===== src/spfc_pkg.sv =====
/*
  Constants, encodings and helpers for the serial host port with flow control.
  Assumes a single 200 MHz clock and a byte-addressed Avalon-MM register slave.
*/
// Behaviour
// - Only one of the parallel bus and the serial port is active at a time, the parallel bus after reset.
// - The bit rate is one of eight rates from 1200 to 115200 baud, 57600 after reset.
// - No parity carries eight data bits, even or odd parity carries seven data bits.
// - After reset the format is no parity with eight data bits.
// - Interface, rate, parity and flow settings survive a preset of the port.
// - Five flow methods exist: none, in-band characters, DTR/DSR, RTS/CTS and modem, in-band after reset.
// - In in-band mode transmission stops on an XOFF code 13h and resumes on an XON code 11h.
// - In DTR/DSR mode a character is started only while DSR is asserted.
// - In DTR/DSR mode DTR drops while about 100 received characters wait, and returns when space frees.
// - In RTS/CTS mode a character is started only while CTS is asserted.
// - In RTS/CTS and modem modes RTS drops while about 100 received characters wait, and returns after.
// - In modem mode DTR is asserted while the serial port is selected, and both DSR and CTS gate sending.
package spfc_pkg;
  // Clock
  localparam int CLK_PERIOD_NS = 5;
  localparam int CLK_HZ_NOM = 1000000000 / CLK_PERIOD_NS;

  // Register byte offsets
  localparam logic [4:0] REG_CONFIG = 5'h00;
  localparam logic [4:0] REG_STATUS = 5'h04;
  localparam logic [4:0] REG_TXDATA = 5'h08;
  localparam logic [4:0] REG_RXDATA = 5'h0c;
  localparam logic [4:0] REG_CONTROL = 5'h10;

  // Field positions
  localparam int CFG_SERIAL = 0;
  localparam int CFG_BAUD_LSB = 4;
  localparam int CFG_PAR_LSB = 8;
  localparam int CFG_FLOW_LSB = 12;
  localparam int ST_TX_FULL = 0;
  localparam int ST_TX_EMPTY = 1;
  localparam int ST_RX_VALID = 2;
  localparam int ST_XOFF = 3;
  localparam int ST_NEAR_FULL = 4;
  localparam int ST_OVERRUN = 5;
  localparam int ST_FRAME = 6;
  localparam int ST_PARITY = 7;
  localparam int ST_RX_LEVEL_LSB = 8;
  localparam int RX_VALID_BIT = 8;
  localparam int CTRL_PRESET = 0;

  // Modes
  typedef enum logic [1:0] {SPFC_PAR_NONE, SPFC_PAR_EVEN, SPFC_PAR_ODD} spfc_par_t;
  typedef enum logic [2:0] {SPFC_FLOW_NONE, SPFC_FLOW_XON, SPFC_FLOW_DTRDSR, SPFC_FLOW_RTSCTS,
                            SPFC_FLOW_MODEM} spfc_flow_t;
  typedef enum logic {SPFC_TX_IDLE, SPFC_TX_SHIFT} spfc_tx_state_t;
  typedef enum logic [1:0] {SPFC_RX_IDLE, SPFC_RX_START, SPFC_RX_DATA, SPFC_RX_STOP} spfc_rx_state_t;

  // Reset values
  localparam logic [2:0] BAUD_DEFAULT = 3'h6;

  // Characters and buffers
  localparam logic [7:0] XOFF_CHAR = 8'h13;
  localparam logic [7:0] XON_CHAR = 8'h11;
  localparam logic [3:0] TX_LAST_BIT = 4'h9;
  localparam logic [2:0] RX_LAST_SLOT = 3'h7;
  localparam int TX_DEPTH = 32;
  localparam int RX_DEPTH = 128;
  localparam logic [7:0] RX_NEAR_FULL = 8'h64;

  // Bit rate for each selector value
  function automatic int spfc_baud(input logic [2:0] sel);
    case (sel)
      3'h0: return 1200;
      3'h1: return 2400;
      3'h2: return 4800;
      3'h3: return 9600;
      3'h4: return 19200;
      3'h5: return 38400;
      3'h6: return 57600;
      default: return 115200;
    endcase
  endfunction : spfc_baud

  // Parity bit over seven data bits
  function automatic logic spfc_par_bit(input logic [6:0] d, input logic odd);
    return (^d) ^ odd;
  endfunction : spfc_par_bit
endpackage : spfc_pkg


===== src/spfc_fifo.sv =====
/*
  Synchronous FIFO with valid/ready on both sides and a fill level.
  Assumes DEPTH is a power of two and a reset already synchronised to clk_i.
*/
`timescale 1ns/1ps
`default_nettype none
module spfc_fifo #(
  parameter int WIDTH = 8,
  parameter int DEPTH = 32,
  parameter int AW = $clog2(DEPTH)
) (
  // Clock and reset
  input wire logic clk_i,
  input wire logic rst_n_i,
  input wire logic flush_i,
  // Fill side
  input wire logic in_valid_i,
  output logic in_ready_o,
  input wire logic [WIDTH-1:0] in_data_i,
  // Drain side
  output logic out_valid_o,
  input wire logic out_ready_i,
  output logic [WIDTH-1:0] out_data_o,
  output logic [AW:0] level_o
);
  logic [WIDTH-1:0] mem [DEPTH];
  logic [AW:0] wr_ptr;
  logic [AW:0] rd_ptr;
  logic push;
  logic pop;

  // Status and handshakes
  assign level_o = wr_ptr - rd_ptr;
  assign in_ready_o = level_o != (AW + 1)'(DEPTH);
  assign out_valid_o = level_o != '0;
  assign push = in_valid_i && in_ready_o;
  assign pop = out_valid_o && out_ready_i;
  assign out_data_o = mem[rd_ptr[AW-1:0]];

  // Storage
  always_ff @(posedge clk_i) begin
    if (push) begin
      mem[wr_ptr[AW-1:0]] <= in_data_i;
    end
  end

  // Pointers, flush empties the buffer
  always_ff @(posedge clk_i or negedge rst_n_i) begin
    if (!rst_n_i) begin
      wr_ptr <= '0;
      rd_ptr <= '0;
    end else if (flush_i) begin
      wr_ptr <= '0;
      rd_ptr <= '0;
    end else begin
      if (push) begin
        wr_ptr <= wr_ptr + (AW + 1)'(1);
      end
      if (pop) begin
        rd_ptr <= rd_ptr + (AW + 1)'(1);
      end
    end
  end
endmodule : spfc_fifo
`default_nettype wire


===== src/spfc_top.sv =====
/*
  Serial host port: UART with selectable rate, parity and five flow methods,
  register access over Avalon-MM. Assumes modem lines already at logic level.
*/
`timescale 1ns/1ps
`default_nettype none
module spfc_top #(
  parameter int CLK_HZ = spfc_pkg::CLK_HZ_NOM
) (
  // Clock and reset
  input wire logic MCLK_I,
  input wire logic RESET_N_I,
  // Avalon-MM slave
  input wire logic [4:0] AVS_ADDRESS_I,
  input wire logic AVS_READ_I,
  input wire logic AVS_WRITE_I,
  input wire logic [31:0] AVS_WRITEDATA_I,
  output logic [31:0] AVS_READDATA_O,
  output logic AVS_WAITREQUEST_O,
  // Serial line
  output logic TXD_O,
  input wire logic RXD_I,
  output logic DTR_O,
  input wire logic DSR_I,
  output logic RTS_O,
  input wire logic CTS_I,
  // Interface selection
  output logic SERIAL_ACTIVE_O,
  output logic PARALLEL_ACTIVE_O
);
  logic rst_meta;
  logic rst_n;
  logic cfg_serial;
  logic [2:0] cfg_baud;
  logic [1:0] cfg_par;
  logic [2:0] cfg_flow;
  logic par_on;
  logic par_odd;
  logic [17:0] div_tab [8];
  logic [17:0] bit_div;
  logic wr_en;
  logic rd_ack;
  logic rx_pop;
  logic preset;
  logic [31:0] rd_value;
  logic tx_in_ready;
  logic tx_out_valid;
  logic [7:0] tx_out_data;
  logic tx_ok;
  logic tx_pop;
  spfc_pkg::spfc_tx_state_t tx_state;
  logic [9:0] tx_sh;
  logic [3:0] tx_bits;
  logic [17:0] tx_tmr;
  spfc_pkg::spfc_rx_state_t rx_state;
  logic [17:0] rx_tmr;
  logic [2:0] rx_cnt;
  logic [7:0] rx_sh;
  logic rx_done;
  logic [7:0] rx_char;
  logic rx_ferr;
  logic rx_perr;
  logic rx_ctl;
  logic rx_push;
  logic rx_in_ready;
  logic rx_out_valid;
  logic [7:0] rx_out_data;
  logic [7:0] rx_level;
  logic near_full;
  logic xoff_held;
  logic overrun;
  logic frame_err;
  logic par_err;
  logic st_clr;
  logic next_dtr;
  logic next_rts;

  // Reset release through two flip-flops
  always_ff @(posedge MCLK_I or negedge RESET_N_I) begin
    if (!RESET_N_I) begin
      rst_meta <= 1'h0;
      rst_n <= 1'h0;
    end else begin
      rst_meta <= 1'h1;
      rst_n <= rst_meta;
    end
  end

  // Bit period in clocks for each rate selector
  for (genvar g = 0; g < 8; g++) begin : g_div
    assign div_tab[g] = 18'(CLK_HZ / spfc_pkg::spfc_baud(3'(g)));
  end
  assign bit_div = div_tab[cfg_baud];
  assign par_on = cfg_par == spfc_pkg::SPFC_PAR_EVEN || cfg_par == spfc_pkg::SPFC_PAR_ODD;
  assign par_odd = cfg_par == spfc_pkg::SPFC_PAR_ODD;

  // Bus handshake: full TX buffer stalls writes to REG_TXDATA, reads take one wait cycle
  assign AVS_WAITREQUEST_O = (AVS_WRITE_I && AVS_ADDRESS_I == spfc_pkg::REG_TXDATA && !tx_in_ready)
                           || (AVS_READ_I && !rd_ack);
  assign wr_en = AVS_WRITE_I && !AVS_WAITREQUEST_O;
  assign preset = wr_en && AVS_ADDRESS_I == spfc_pkg::REG_CONTROL && AVS_WRITEDATA_I[spfc_pkg::CTRL_PRESET];
  assign st_clr = wr_en && AVS_ADDRESS_I == spfc_pkg::REG_STATUS;
  assign rx_pop = AVS_READ_I && !rd_ack && AVS_ADDRESS_I == spfc_pkg::REG_RXDATA;

  // Settings, kept across a preset
  always_ff @(posedge MCLK_I or negedge rst_n) begin
    if (!rst_n) begin
      cfg_serial <= 1'h0;
      cfg_baud <= spfc_pkg::BAUD_DEFAULT;
      cfg_par <= spfc_pkg::SPFC_PAR_NONE;
      cfg_flow <= spfc_pkg::SPFC_FLOW_XON;
    end else if (wr_en && AVS_ADDRESS_I == spfc_pkg::REG_CONFIG) begin
      cfg_serial <= AVS_WRITEDATA_I[spfc_pkg::CFG_SERIAL];
      cfg_baud <= AVS_WRITEDATA_I[spfc_pkg::CFG_BAUD_LSB +: 3];
      cfg_par <= AVS_WRITEDATA_I[spfc_pkg::CFG_PAR_LSB +: 2];
      cfg_flow <= AVS_WRITEDATA_I[spfc_pkg::CFG_FLOW_LSB +: 3];
    end
  end

  // Read mux
  always_comb begin
    rd_value = '0;
    if (AVS_ADDRESS_I == spfc_pkg::REG_CONFIG) begin
      rd_value[spfc_pkg::CFG_SERIAL] = cfg_serial;
      rd_value[spfc_pkg::CFG_BAUD_LSB +: 3] = cfg_baud;
      rd_value[spfc_pkg::CFG_PAR_LSB +: 2] = cfg_par;
      rd_value[spfc_pkg::CFG_FLOW_LSB +: 3] = cfg_flow;
    end else if (AVS_ADDRESS_I == spfc_pkg::REG_STATUS) begin
      rd_value[spfc_pkg::ST_TX_FULL] = !tx_in_ready;
      rd_value[spfc_pkg::ST_TX_EMPTY] = !tx_out_valid;
      rd_value[spfc_pkg::ST_RX_VALID] = rx_out_valid;
      rd_value[spfc_pkg::ST_XOFF] = xoff_held;
      rd_value[spfc_pkg::ST_NEAR_FULL] = near_full;
      rd_value[spfc_pkg::ST_OVERRUN] = overrun;
      rd_value[spfc_pkg::ST_FRAME] = frame_err;
      rd_value[spfc_pkg::ST_PARITY] = par_err;
      rd_value[spfc_pkg::ST_RX_LEVEL_LSB +: 8] = rx_level;
    end else if (AVS_ADDRESS_I == spfc_pkg::REG_RXDATA) begin
      rd_value[7:0] = rx_out_data;
      rd_value[spfc_pkg::RX_VALID_BIT] = rx_out_valid;
    end
  end

  // Read data register and wait-cycle flag
  always_ff @(posedge MCLK_I or negedge rst_n) begin
    if (!rst_n) begin
      rd_ack <= 1'h0;
      AVS_READDATA_O <= '0;
    end else begin
      rd_ack <= AVS_READ_I && !rd_ack;
      if (AVS_READ_I && !rd_ack) begin
        AVS_READDATA_O <= rd_value;
      end
    end
  end

  // Transmit buffer
  spfc_fifo #(.WIDTH(8), .DEPTH(spfc_pkg::TX_DEPTH)) u_tx_fifo (
    .clk_i(MCLK_I),
    .rst_n_i(rst_n),
    .flush_i(preset),
    .in_valid_i(AVS_WRITE_I && AVS_ADDRESS_I == spfc_pkg::REG_TXDATA),
    .in_ready_o(tx_in_ready),
    .in_data_i(AVS_WRITEDATA_I[7:0]),
    .out_valid_o(tx_out_valid),
    .out_ready_i(tx_pop),
    .out_data_o(tx_out_data),
    .level_o()
  );

  // Permission to start the next character
  always_comb begin
    case (cfg_flow)
      spfc_pkg::SPFC_FLOW_XON: tx_ok = !xoff_held;
      spfc_pkg::SPFC_FLOW_DTRDSR: tx_ok = DSR_I;
      spfc_pkg::SPFC_FLOW_RTSCTS: tx_ok = CTS_I;
      spfc_pkg::SPFC_FLOW_MODEM: tx_ok = DSR_I && CTS_I;
      default: tx_ok = 1'h1;
    endcase
  end
  assign tx_pop = tx_state == spfc_pkg::SPFC_TX_IDLE && cfg_serial && tx_ok && tx_out_valid;

  // Transmitter: start, data LSB first, optional parity, stop
  always_ff @(posedge MCLK_I or negedge rst_n) begin
    if (!rst_n) begin
      tx_state <= spfc_pkg::SPFC_TX_IDLE;
      tx_sh <= '1;
      tx_bits <= '0;
      tx_tmr <= '0;
    end else begin
      case (tx_state)
        spfc_pkg::SPFC_TX_IDLE: begin
          if (tx_pop) begin
            if (par_on) begin
              tx_sh <= {1'h1, spfc_pkg::spfc_par_bit(tx_out_data[6:0], par_odd), tx_out_data[6:0], 1'h0};
            end else begin
              tx_sh <= {1'h1, tx_out_data, 1'h0};
            end
            tx_bits <= spfc_pkg::TX_LAST_BIT;
            tx_tmr <= '0;
            tx_state <= spfc_pkg::SPFC_TX_SHIFT;
          end
        end
        default: begin
          if (tx_tmr >= bit_div - 18'h1) begin
            tx_tmr <= '0;
            tx_sh <= {1'h1, tx_sh[9:1]};
            if (tx_bits == '0) begin
              tx_state <= spfc_pkg::SPFC_TX_IDLE;
            end else begin
              tx_bits <= tx_bits - 4'h1;
            end
          end else begin
            tx_tmr <= tx_tmr + 18'h1;
          end
        end
      endcase
    end
  end
  assign TXD_O = tx_sh[0];

  // Receiver: mid-bit sampling, eight slots then stop
  always_ff @(posedge MCLK_I or negedge rst_n) begin
    if (!rst_n) begin
      rx_state <= spfc_pkg::SPFC_RX_IDLE;
      rx_tmr <= '0;
      rx_cnt <= '0;
      rx_sh <= '0;
      rx_done <= 1'h0;
      rx_char <= '0;
      rx_ferr <= 1'h0;
      rx_perr <= 1'h0;
    end else begin
      rx_done <= 1'h0;
      case (rx_state)
        spfc_pkg::SPFC_RX_IDLE: begin
          rx_tmr <= '0;
          if (cfg_serial && !RXD_I) begin
            rx_state <= spfc_pkg::SPFC_RX_START;
          end
        end
        spfc_pkg::SPFC_RX_START: begin
          if (rx_tmr >= (bit_div >> 1)) begin
            rx_tmr <= '0;
            rx_cnt <= '0;
            rx_state <= RXD_I ? spfc_pkg::SPFC_RX_IDLE : spfc_pkg::SPFC_RX_DATA;
          end else begin
            rx_tmr <= rx_tmr + 18'h1;
          end
        end
        spfc_pkg::SPFC_RX_DATA: begin
          if (rx_tmr >= bit_div - 18'h1) begin
            rx_tmr <= '0;
            rx_sh <= {RXD_I, rx_sh[7:1]};
            if (rx_cnt == spfc_pkg::RX_LAST_SLOT) begin
              rx_state <= spfc_pkg::SPFC_RX_STOP;
            end else begin
              rx_cnt <= rx_cnt + 3'h1;
            end
          end else begin
            rx_tmr <= rx_tmr + 18'h1;
          end
        end
        default: begin
          if (rx_tmr >= bit_div - 18'h1) begin
            rx_state <= spfc_pkg::SPFC_RX_IDLE;
            rx_done <= 1'h1;
            rx_ferr <= !RXD_I;
            rx_char <= par_on ? {1'h0, rx_sh[6:0]} : rx_sh;
            rx_perr <= par_on && rx_sh[7] != spfc_pkg::spfc_par_bit(rx_sh[6:0], par_odd);
          end else begin
            rx_tmr <= rx_tmr + 18'h1;
          end
        end
      endcase
    end
  end

  // In-band flow codes are consumed, not buffered
  assign rx_ctl = cfg_flow == spfc_pkg::SPFC_FLOW_XON
                && (rx_char == spfc_pkg::XOFF_CHAR || rx_char == spfc_pkg::XON_CHAR);
  assign rx_push = rx_done && !rx_ctl;

  // Receive buffer
  spfc_fifo #(.WIDTH(8), .DEPTH(spfc_pkg::RX_DEPTH)) u_rx_fifo (
    .clk_i(MCLK_I),
    .rst_n_i(rst_n),
    .flush_i(preset),
    .in_valid_i(rx_push),
    .in_ready_o(rx_in_ready),
    .in_data_i(rx_char),
    .out_valid_o(rx_out_valid),
    .out_ready_i(rx_pop),
    .out_data_o(rx_out_data),
    .level_o(rx_level)
  );
  assign near_full = rx_level >= spfc_pkg::RX_NEAR_FULL;

  // XOFF/XON state
  always_ff @(posedge MCLK_I or negedge rst_n) begin
    if (!rst_n) begin
      xoff_held <= 1'h0;
    end else if (rx_done && rx_ctl) begin
      xoff_held <= rx_char == spfc_pkg::XOFF_CHAR;
    end else if (preset || cfg_flow != spfc_pkg::SPFC_FLOW_XON) begin
      xoff_held <= 1'h0;
    end
  end

  // Sticky errors, a new event beats a clear
  always_ff @(posedge MCLK_I or negedge rst_n) begin
    if (!rst_n) begin
      overrun <= 1'h0;
      frame_err <= 1'h0;
      par_err <= 1'h0;
    end else begin
      if (rx_push && !rx_in_ready) begin
        overrun <= 1'h1;
      end else if (st_clr && AVS_WRITEDATA_I[spfc_pkg::ST_OVERRUN]) begin
        overrun <= 1'h0;
      end
      if (rx_done && rx_ferr) begin
        frame_err <= 1'h1;
      end else if (st_clr && AVS_WRITEDATA_I[spfc_pkg::ST_FRAME]) begin
        frame_err <= 1'h0;
      end
      if (rx_done && rx_perr) begin
        par_err <= 1'h1;
      end else if (st_clr && AVS_WRITEDATA_I[spfc_pkg::ST_PARITY]) begin
        par_err <= 1'h0;
      end
    end
  end

  // Handshake line values
  always_comb begin
    next_dtr = cfg_serial;
    next_rts = cfg_serial;
    if (cfg_flow == spfc_pkg::SPFC_FLOW_DTRDSR) begin
      next_dtr = cfg_serial && !near_full;
    end
    if (cfg_flow == spfc_pkg::SPFC_FLOW_RTSCTS || cfg_flow == spfc_pkg::SPFC_FLOW_MODEM) begin
      next_rts = cfg_serial && !near_full;
    end
  end

  // Handshake and selection outputs
  always_ff @(posedge MCLK_I or negedge rst_n) begin
    if (!rst_n) begin
      DTR_O <= 1'h0;
      RTS_O <= 1'h0;
    end else begin
      DTR_O <= next_dtr;
      RTS_O <= next_rts;
    end
  end
  assign SERIAL_ACTIVE_O = cfg_serial;
  assign PARALLEL_ACTIVE_O = !cfg_serial;
endmodule : spfc_top
`default_nettype wire


===== config.mk =====
export PLATFORM = sky130hd
export DESIGN_NAME = spfc_top
export DESIGN_NICKNAME = d
export VERILOG_FILES = /design/src/spfc_pkg.sv /design/src/spfc_fifo.sv /design/src/spfc_top.sv
export SDC_FILE = /design/constraint.sdc
export NUM_CORES = 2
export LEC_CHECK = 0
export ABC_AREA = 1
export BUFFER_PORTS_ARGS = -buffer_cell sky130_fd_sc_hd__buf_2
export CORE_UTILIZATION = 45
export DETAILED_ROUTE_END_ITERATION = 12
export PLACE_DENSITY = 0.73
export RECOVER_POWER = 25
export SLEW_MARGIN = 20
export SYNTH_ARGS = -nofsm -noshare
export SYNTH_HDL_FRONTEND = slang
export SYNTH_SLANG_ARGS = --single-unit

===== constraint.sdc =====
create_clock -name MCLK_I -period 3.8 [get_ports MCLK_I]
set_input_delay 0.38 -clock MCLK_I [delete_from_list [all_inputs] [get_ports MCLK_I]]
set_output_delay 0.38 -clock MCLK_I [all_outputs]
set_load 0.05 [all_outputs]

Yosys cells after proc, flatten, opt, wreduce, memory -nomap -nowiden
Memory sizes are Yosys's and may differ from the RTL's.
Index checks and enable logic that the tools add are counted.
Cells by class
  multipliers: 0
  equal/unequal tests: 27
  add/subtract/negate cells: 11
  bitwise operators: 5
  div/mod/pow operators: 0
  magnitude comparators: 5
  shift operators: 0
  muxes and demuxes: 69
  reductions and logical operators: 69
Operator list (number)
  two-way mux 18 bit: 8
  one-hot mux 18 bit (3 select lines): 1
  two-way mux 8 bit: 5
  adder 18 x 1 -> 18 bit (second input constant): 2
  greater-or-equal comparator 18 bit: 2
  two-way mux 10 bit: 3
  logical AND 1 bit: 29
  two-way mux 9 bit: 3
  two-way mux 6 bit: 4
  two-way mux 1 bit: 23
  nonzero test 2 bit: 10
  greater-or-equal comparator 18 x 17 -> 1 bit: 1
  two-way mux 3 bit: 6
  subtractor 18 x 1 -> 18 bit (second input constant): 1
  adder 8 x 1 -> 8 bit (second input constant): 2
  equality test 8 x 5 -> 1 bit (second input constant): 2
  two-way mux 2 bit: 8
  two-way mux 4 bit: 4
  XOR reduction 7 bit: 2
  adder 6 x 1 -> 6 bit (second input constant): 2
  inequality test 2 bit (second input constant): 6
  equality test 5 x 4 -> 1 bit (second input constant): 2
  logical NOT 1 bit: 10
  greater-or-equal comparator 8 x 7 -> 1 bit (second input constant): 1
  other kinds (37): 49
Storage, ports and cells
  output and inout bits: 38
  memories: 3
  ROM bits: 144
  latch bits: 0
  logic and storage cells: 219
  RAM bits: 1280
  flip-flop bits (word level): 137
Memory list
  u_rx_fifo.mem: words 128, width 8, read ports 1, clocked after Yosys merged registers in 0, write ports 1, line spfc_fifo.sv:26  | logic [WIDTH-1:0] mem [DEPTH];
  u_tx_fifo.mem: words 32, width 8, read ports 1, clocked after Yosys merged registers in 0, write ports 1, line spfc_fifo.sv:26
  (no name shown): words 8, width 18, read ports 1, clocked after Yosys merged registers in 0, write ports 0, line spfc_top.sv:93  | assign bit_div = div_tab[cfg_baud];

Longest topological paths before layout
  depth in word-level cells: 12
  mapped depth: 28
  mapped depth without buffers: 28

Modules after synthesis
From an unflattened synthesis, not the netlist that was laid out.
Second synthesis, totals
  cells, all modules: 5739
  area, all modules: 61544.0 µm²
Modules (own cells, without submodules)
  spfc_fifo (u_rx_fifo): cells each 3768, instances 1, area each 42789.8 µm²
  spfc_fifo (u_tx_fifo): cells each 1023, instances 1, area each 11488.5 µm²
  spfc_top: cells each 948, instances 1, area each 7265.7 µm²

Worst setup path before layout
Ideal clock, no wire load.
  path type: flip-flop to flip-flop
  start: reg u_rx_fifo.rd_ptr[2]
  end: mem u_rx_fifo.mem[31][0] (enable)
  stages on the path, launching flop included: 17
  arrival time: 3.420 ns
  data required time: 3.417 ns
  setup slack: -0.004 ns
  clock period less this slack: 3.804 ns
  buffers on the path: 3
  setup time: 0.383 ns
  cells stage by stage: dfrtp_1 buf_2 inv_1 clkbuf_1 buf_1 ha_1 a21oi_1 o21ai_1 nand2_1 o311ai_1 xnor2_1 inv_1 nand2_1 nand2_1 nor2_2 nand3_1 nor3_1
Between the ends
  cells in the longest elaborated chain, start to end: 5
RTL lines
  start, declared: line spfc_fifo.sv:28  | logic [AW:0] rd_ptr;
  start signal, assigned: line spfc_fifo.sv:60  | rd_ptr <= rd_ptr + (AW + 1)'(1);
  subtractor 8 bit: line spfc_fifo.sv:33  | assign level_o = wr_ptr - rd_ptr;
  inequality test 8 bit: line spfc_fifo.sv:34  | assign in_ready_o = level_o != (AW + 1)'(DEPTH);
  logical AND 1 bit: line spfc_fifo.sv:36  | assign push = in_valid_i && in_ready_o;
  two-way mux 1 bit: line spfc_fifo.sv:42  | if (push) begin
  two-way mux 1 bit (implied by the code): line spfc_fifo.sv:43  | mem[wr_ptr[AW-1:0]] <= in_data_i;
  end, declared: line spfc_fifo.sv:26
Every way passes these cells.

Final worst setup path
  start: reg u_rx_fifo.rd_ptr[0]
  end: reg AVS_READDATA_O[1]
Between the ends
  cells in the longest elaborated chain, start to end: 4
RTL lines
  memory (128 x 8 bit)
  two-way mux 9 bit: line spfc_top.sv:138  | end else if (AVS_ADDRESS_I == spfc_pkg::REG_RXDATA) begin
  two-way mux 9 bit: line spfc_top.sv:128  | end else if (AVS_ADDRESS_I == spfc_pkg::REG_STATUS) begin
  two-way mux 3 bit: line spfc_top.sv:123  | if (AVS_ADDRESS_I == spfc_pkg::REG_CONFIG) begin
  end signal, assigned: line spfc_top.sv:152  | AVS_READDATA_O <= rd_value;
  end, declared: line spfc_top.sv:18  | output logic [31:0] AVS_READDATA_O,
Every way passes these cells.
A chain may end at the register's enable or synchronous reset.

==> results.md <==
- Outcome: complete, but fails checks
- Failing checks: max-capacitance violations, max-slew violations
- Routability cong.: 0.9086
- Fraction of layout cells with a size suffix above 1: 0.1038
- Sequential share of the synthesized area: 0.6993
- Die footprint: 0.1345 mm2
- First-pass GRT wire length: between 200,000 and 250,000 um
- Ys async rst share: 0.09605
- DRT Pass-1 Iters: 7
- Max Clock Freq: roughly 0.26 GHz
- CP max-delay cell: buf_12
- Setup TNS: 0 ps
- Syn Inst Count: slightly above 5,000
- Iter 0 DRT Violations: ~5,500
- Worst-Skew Late Latency: 790 ps
- Number of flops mapped to enable cells by yosys: about 1,300
- CP top delay family: compound AO/OA/AOI/OAI gates
- Count of final setup violators: 0
- Power density over the cells: 584.5 mW/mm2
- Row count: roughly 130
- Initial antenna violation count: 1
- GR Overflow Total: 0
- Worst Path Arrival: ~4500 ps
- IR drop worst, VDD: around 500 uV
- Worst r2r src: u_rx_fifo.rd_ptr[0]
- Final cycle utilization of the critical path: 0.9946
- Setup Skew: 29.82 ps
- Clock tree from TritonCTS: yes
- Crit-path max cell delay: ~480 ps
- Total wire length: between 150,000 and 200,000 um
- Dpl ws: 65.26 ps
- Drt wl/cell: 21.60 um
- Port-buffer cells: 46
- RR Endpoint: AVS_READDATA_O[1]
- DP Wirelength: 88,590 um
- Clock sinks: roughly 1,400
- RSZ-0062 raised after global routing: true
- Crit path top cell by count: nand2_1
- Drc violations: 0
- P&R area growth vs syn: 12.78%
- Final worst setup slack: 20.50 ps
- CP Class: register to register
- Final Util: 0.5128
- Relative slew margins: -0.8379
- Final Critical Period: approximately 3800 ps
- CP Data Required Time: 4500 ps
- Reg2Reg Depth: 14
- Startpoint Class: register
- Clock root buffer: clkbuf_16
- Die Ht: approximately 370 um
- WHS: ~110 ps
- Worst Path Buf+Inv: 2
- H-tree lvl count: 4
- Post-DRT Antenna Nets: 0
- Total track usage: 0.2239
- Cell variety after synth: 53
- Design Area, Final: roughly 0.068 mm2
- Ports: 82
- Worst Tran Pin Value: 2757 ps
- Maxcap violations: 12
- Critical hold path startpoint: AVS_WRITE_I
- Num CTS Buffers: 139
- Placed instance area: 0.06281 mm2
- Crit-path max FO: roughly 140
- Hold path depth: 4
- Cell Area, Synth: ~0.060 mm2
- Final Hold Fails: 0
- #FFs+latches synth: between 1,000 and 1,500
- Core area: roughly 0.13 mm2
- Syn_area_per_cell: roughly 12 um2
- Via count: around 42,000
- CP Capture Type: register
- Vias per cell: between 5 and 6
- Lkg Pwr: between 0.02 and 0.025 uW
- Top FF cell, synth: edfxtp_1
- Hold EP: par_err
- Worst min-delay path category: primary input to register
- Synth Warn #: 0
- Die W: approximately 370 um
- Final nets: between 5,000 and 6,000
- Max-slew violations: a little over 500
- Cell-by-cell trace of the critical path: buf_12 > buf_12 > o21ai_0 > o22ai_1 > o21ai_0 > o22ai_1 > nand2_1 > nand3_1 > nand2_1 > nand2_1 > nand2_1 > o21ai_0 > nand2_1 > nand2_1
- Vias in the first global route: around 40,000
- Starting Density: 0.4547
- Maximum clock insertion buffer count: 3
- Clock transition at path regs: approximately 60 ps
- Largest net degree at the start of global routing: around 170
- Flop2flop setup slack: 20 ps
-- cell usage in the layout, fill, tap and decap left out, drive strengths merged, types with 17 or more instances in the layout --
master	instances
nand2	585
ha	70
conb	17
nor2	988
o22ai	334
o211ai	37
edfxtp	1280
clkinv	56
nand3	195
o21ai	793
nand4	32
dfrtp	124
inv	174
buf	234
a21oi	77
xor2	38
clkbuf	191
nor3	31
-- sequential cells by signal, summed over array words and instances (netlist names), 2 cells and up --
register          count
tx_tmr               18
rx_state              2
u_rx_fifo.wr_ptr      8
rx_char               8
u_tx_fifo.wr_ptr      6
tx_sh                 9
AVS_READDATA_O       16
tx_bits               4
rx_cnt                3
rx_sh                 8
cfg_par               2
u_rx_fifo.rd_ptr      8
u_tx_fifo.mem       256
u_rx_fifo.mem      1024
rx_tmr               18
cfg_baud              3
cfg_flow              3
u_tx_fifo.rd_ptr      6
-- cell families after synthesis --
kind of cell	synth area share
multiplexers	0.002341
AO/OA/AOI/OAI	0.1180
flip-flops	0.6993
XOR/XNOR	0.007317
adder cells (fa/ha/maj)	0.01497
AND/OR/NAND/NOR	0.1247
other	0.0001255
buffers and inverters	0.03320
-- cells in the mapped netlist, types with 2 or more instances --
| library cell | number | area share |
|---|---|---|
| a21o_1 | 2 | 0.00025 |
| a21oi_1 | 77 | 0.0064 |
| a31oi_1 | 3 | 0.00031 |
| buf_1 | 17 | 0.0011 |
| buf_2 | 40 | 0.0033 |
| buf_4 | 23 | 0.0029 |
| clkbuf_1 | 236 | 0.015 |
| clkinv_1 | 8 | 0.00050 |
| conb_1 | 2 | 0.00013 |
| dfrtp_1 | 124 | 0.052 |
| dfstp_2 | 12 | 0.0053 |
| edfxtp_1 | 1280 | 0.64 |
| ha_1 | 70 | 0.015 |
| inv_1 | 162 | 0.010 |
| inv_2 | 4 | 0.00025 |
| mux2i_1 | 14 | 0.0023 |
| nand2_1 | 575 | 0.036 |
| nand2_2 | 7 | 0.00073 |
| nand2_4 | 3 | 0.00056 |
| nand3_1 | 194 | 0.016 |
| nand3b_1 | 4 | 0.00050 |
| nand4_1 | 32 | 0.0033 |
| nor2_1 | 985 | 0.062 |
| nor2_2 | 3 | 0.00031 |
| nor3_1 | 31 | 0.0026 |
| nor3b_1 | 3 | 0.00038 |
| nor4_1 | 9 | 0.00094 |
| o211ai_1 | 37 | 0.0046 |
| o21a_1 | 3 | 0.00038 |
| o21ai_0 | 780 | 0.065 |
| o21ai_1 | 13 | 0.0011 |
| o21bai_1 | 4 | 0.00050 |
| o221ai_1 | 16 | 0.0023 |
| o22ai_1 | 334 | 0.035 |
| o31ai_1 | 7 | 0.00088 |
| or2_2 | 5 | 0.00052 |
| xnor2_1 | 12 | 0.0018 |
| xor2_1 | 38 | 0.0056 |
-- metrics by stage --
step / std cells / power [uW]
detailed placement: 6880 / 26150
global route: 7140 / 40960
global placement: 6880 / 25960
floorplan: 5199 / 23200
finish: 7141 / 39460
CTS: 7135 / 39350
-- report_power, final --
part / internal (uW) / switching, uW / leakage [uW] / total [uW]
Clock: 7460 / 5900 / 0.00211 / 13400
Sequential: 17100 / 335 / 0.0109 / 17400
Combinational: 2470 / 6220 / 0.00816 / 8690
-- how the worst max path moves through the flow --
stage                              startpoint                   end  depth (start not counted)
after floorplan           u_rx_fifo.rd_ptr[2]  u_rx_fifo.mem[31][0]                         16
after global placement            cfg_baud[1]             tx_tmr[1]                         25
after detailed placement  u_rx_fifo.rd_ptr[0]  u_rx_fifo.mem[15][1]                         15
after CTS                 u_rx_fifo.rd_ptr[0]  u_rx_fifo.mem[15][5]                         15
after global routing      u_rx_fifo.wr_ptr[0]  u_rx_fifo.mem[26][0]                         15
final                     u_rx_fifo.rd_ptr[0]     AVS_READDATA_O[1]                         14
-- repair_timing --
action,in CTS,in global routing
buffers inserted,0,4
endpoints found under the hold margin,10,0
endpoints found under the setup margin,0,793
gates resized for setup,0,87
hold buffers,9,0
-- area by class of cell --
type | count | area, um2
clock inverter | 69 | 671.9
timing repair buffer | 257 | 2079
inverter | 174 | 673.1
multi-input combinational | 3292 | 16290
clock buffer | 177 | 3685
antenna | 1 | 2.502
sequential | 1416 | 41900
tap | 1755 | 2196
fill | 10870 | 64130
-- worst register-to-register path: stages (launching register included) --
cell,delay [ps]
dfrtp_4,430
buf_12,480
buf_12,510
o21ai_0,240
o22ai_1,260
o21ai_0,140
o22ai_1,440
nand2_1,130
nand3_1,200
nand2_1,90
nand2_1,170
nand2_1,70
o21ai_0,360
nand2_1,140
nand2_1,80
-- metal layers --
| layer | GRT usage | routed length, um | part of all wire |
|---|---|---|---|
| met1 | 0.3037 | 60900 | 0.39 |
| met2 | 0.3593 | 73270 | 0.47 |
| met3 | 0.03889 | 14740 | 0.096 |
| met4 | 0.08795 | 5349 | 0.035 |
| met5 | 0 | 0 | 0 |
Note: power is estimated with default switching activity, not from simulation.
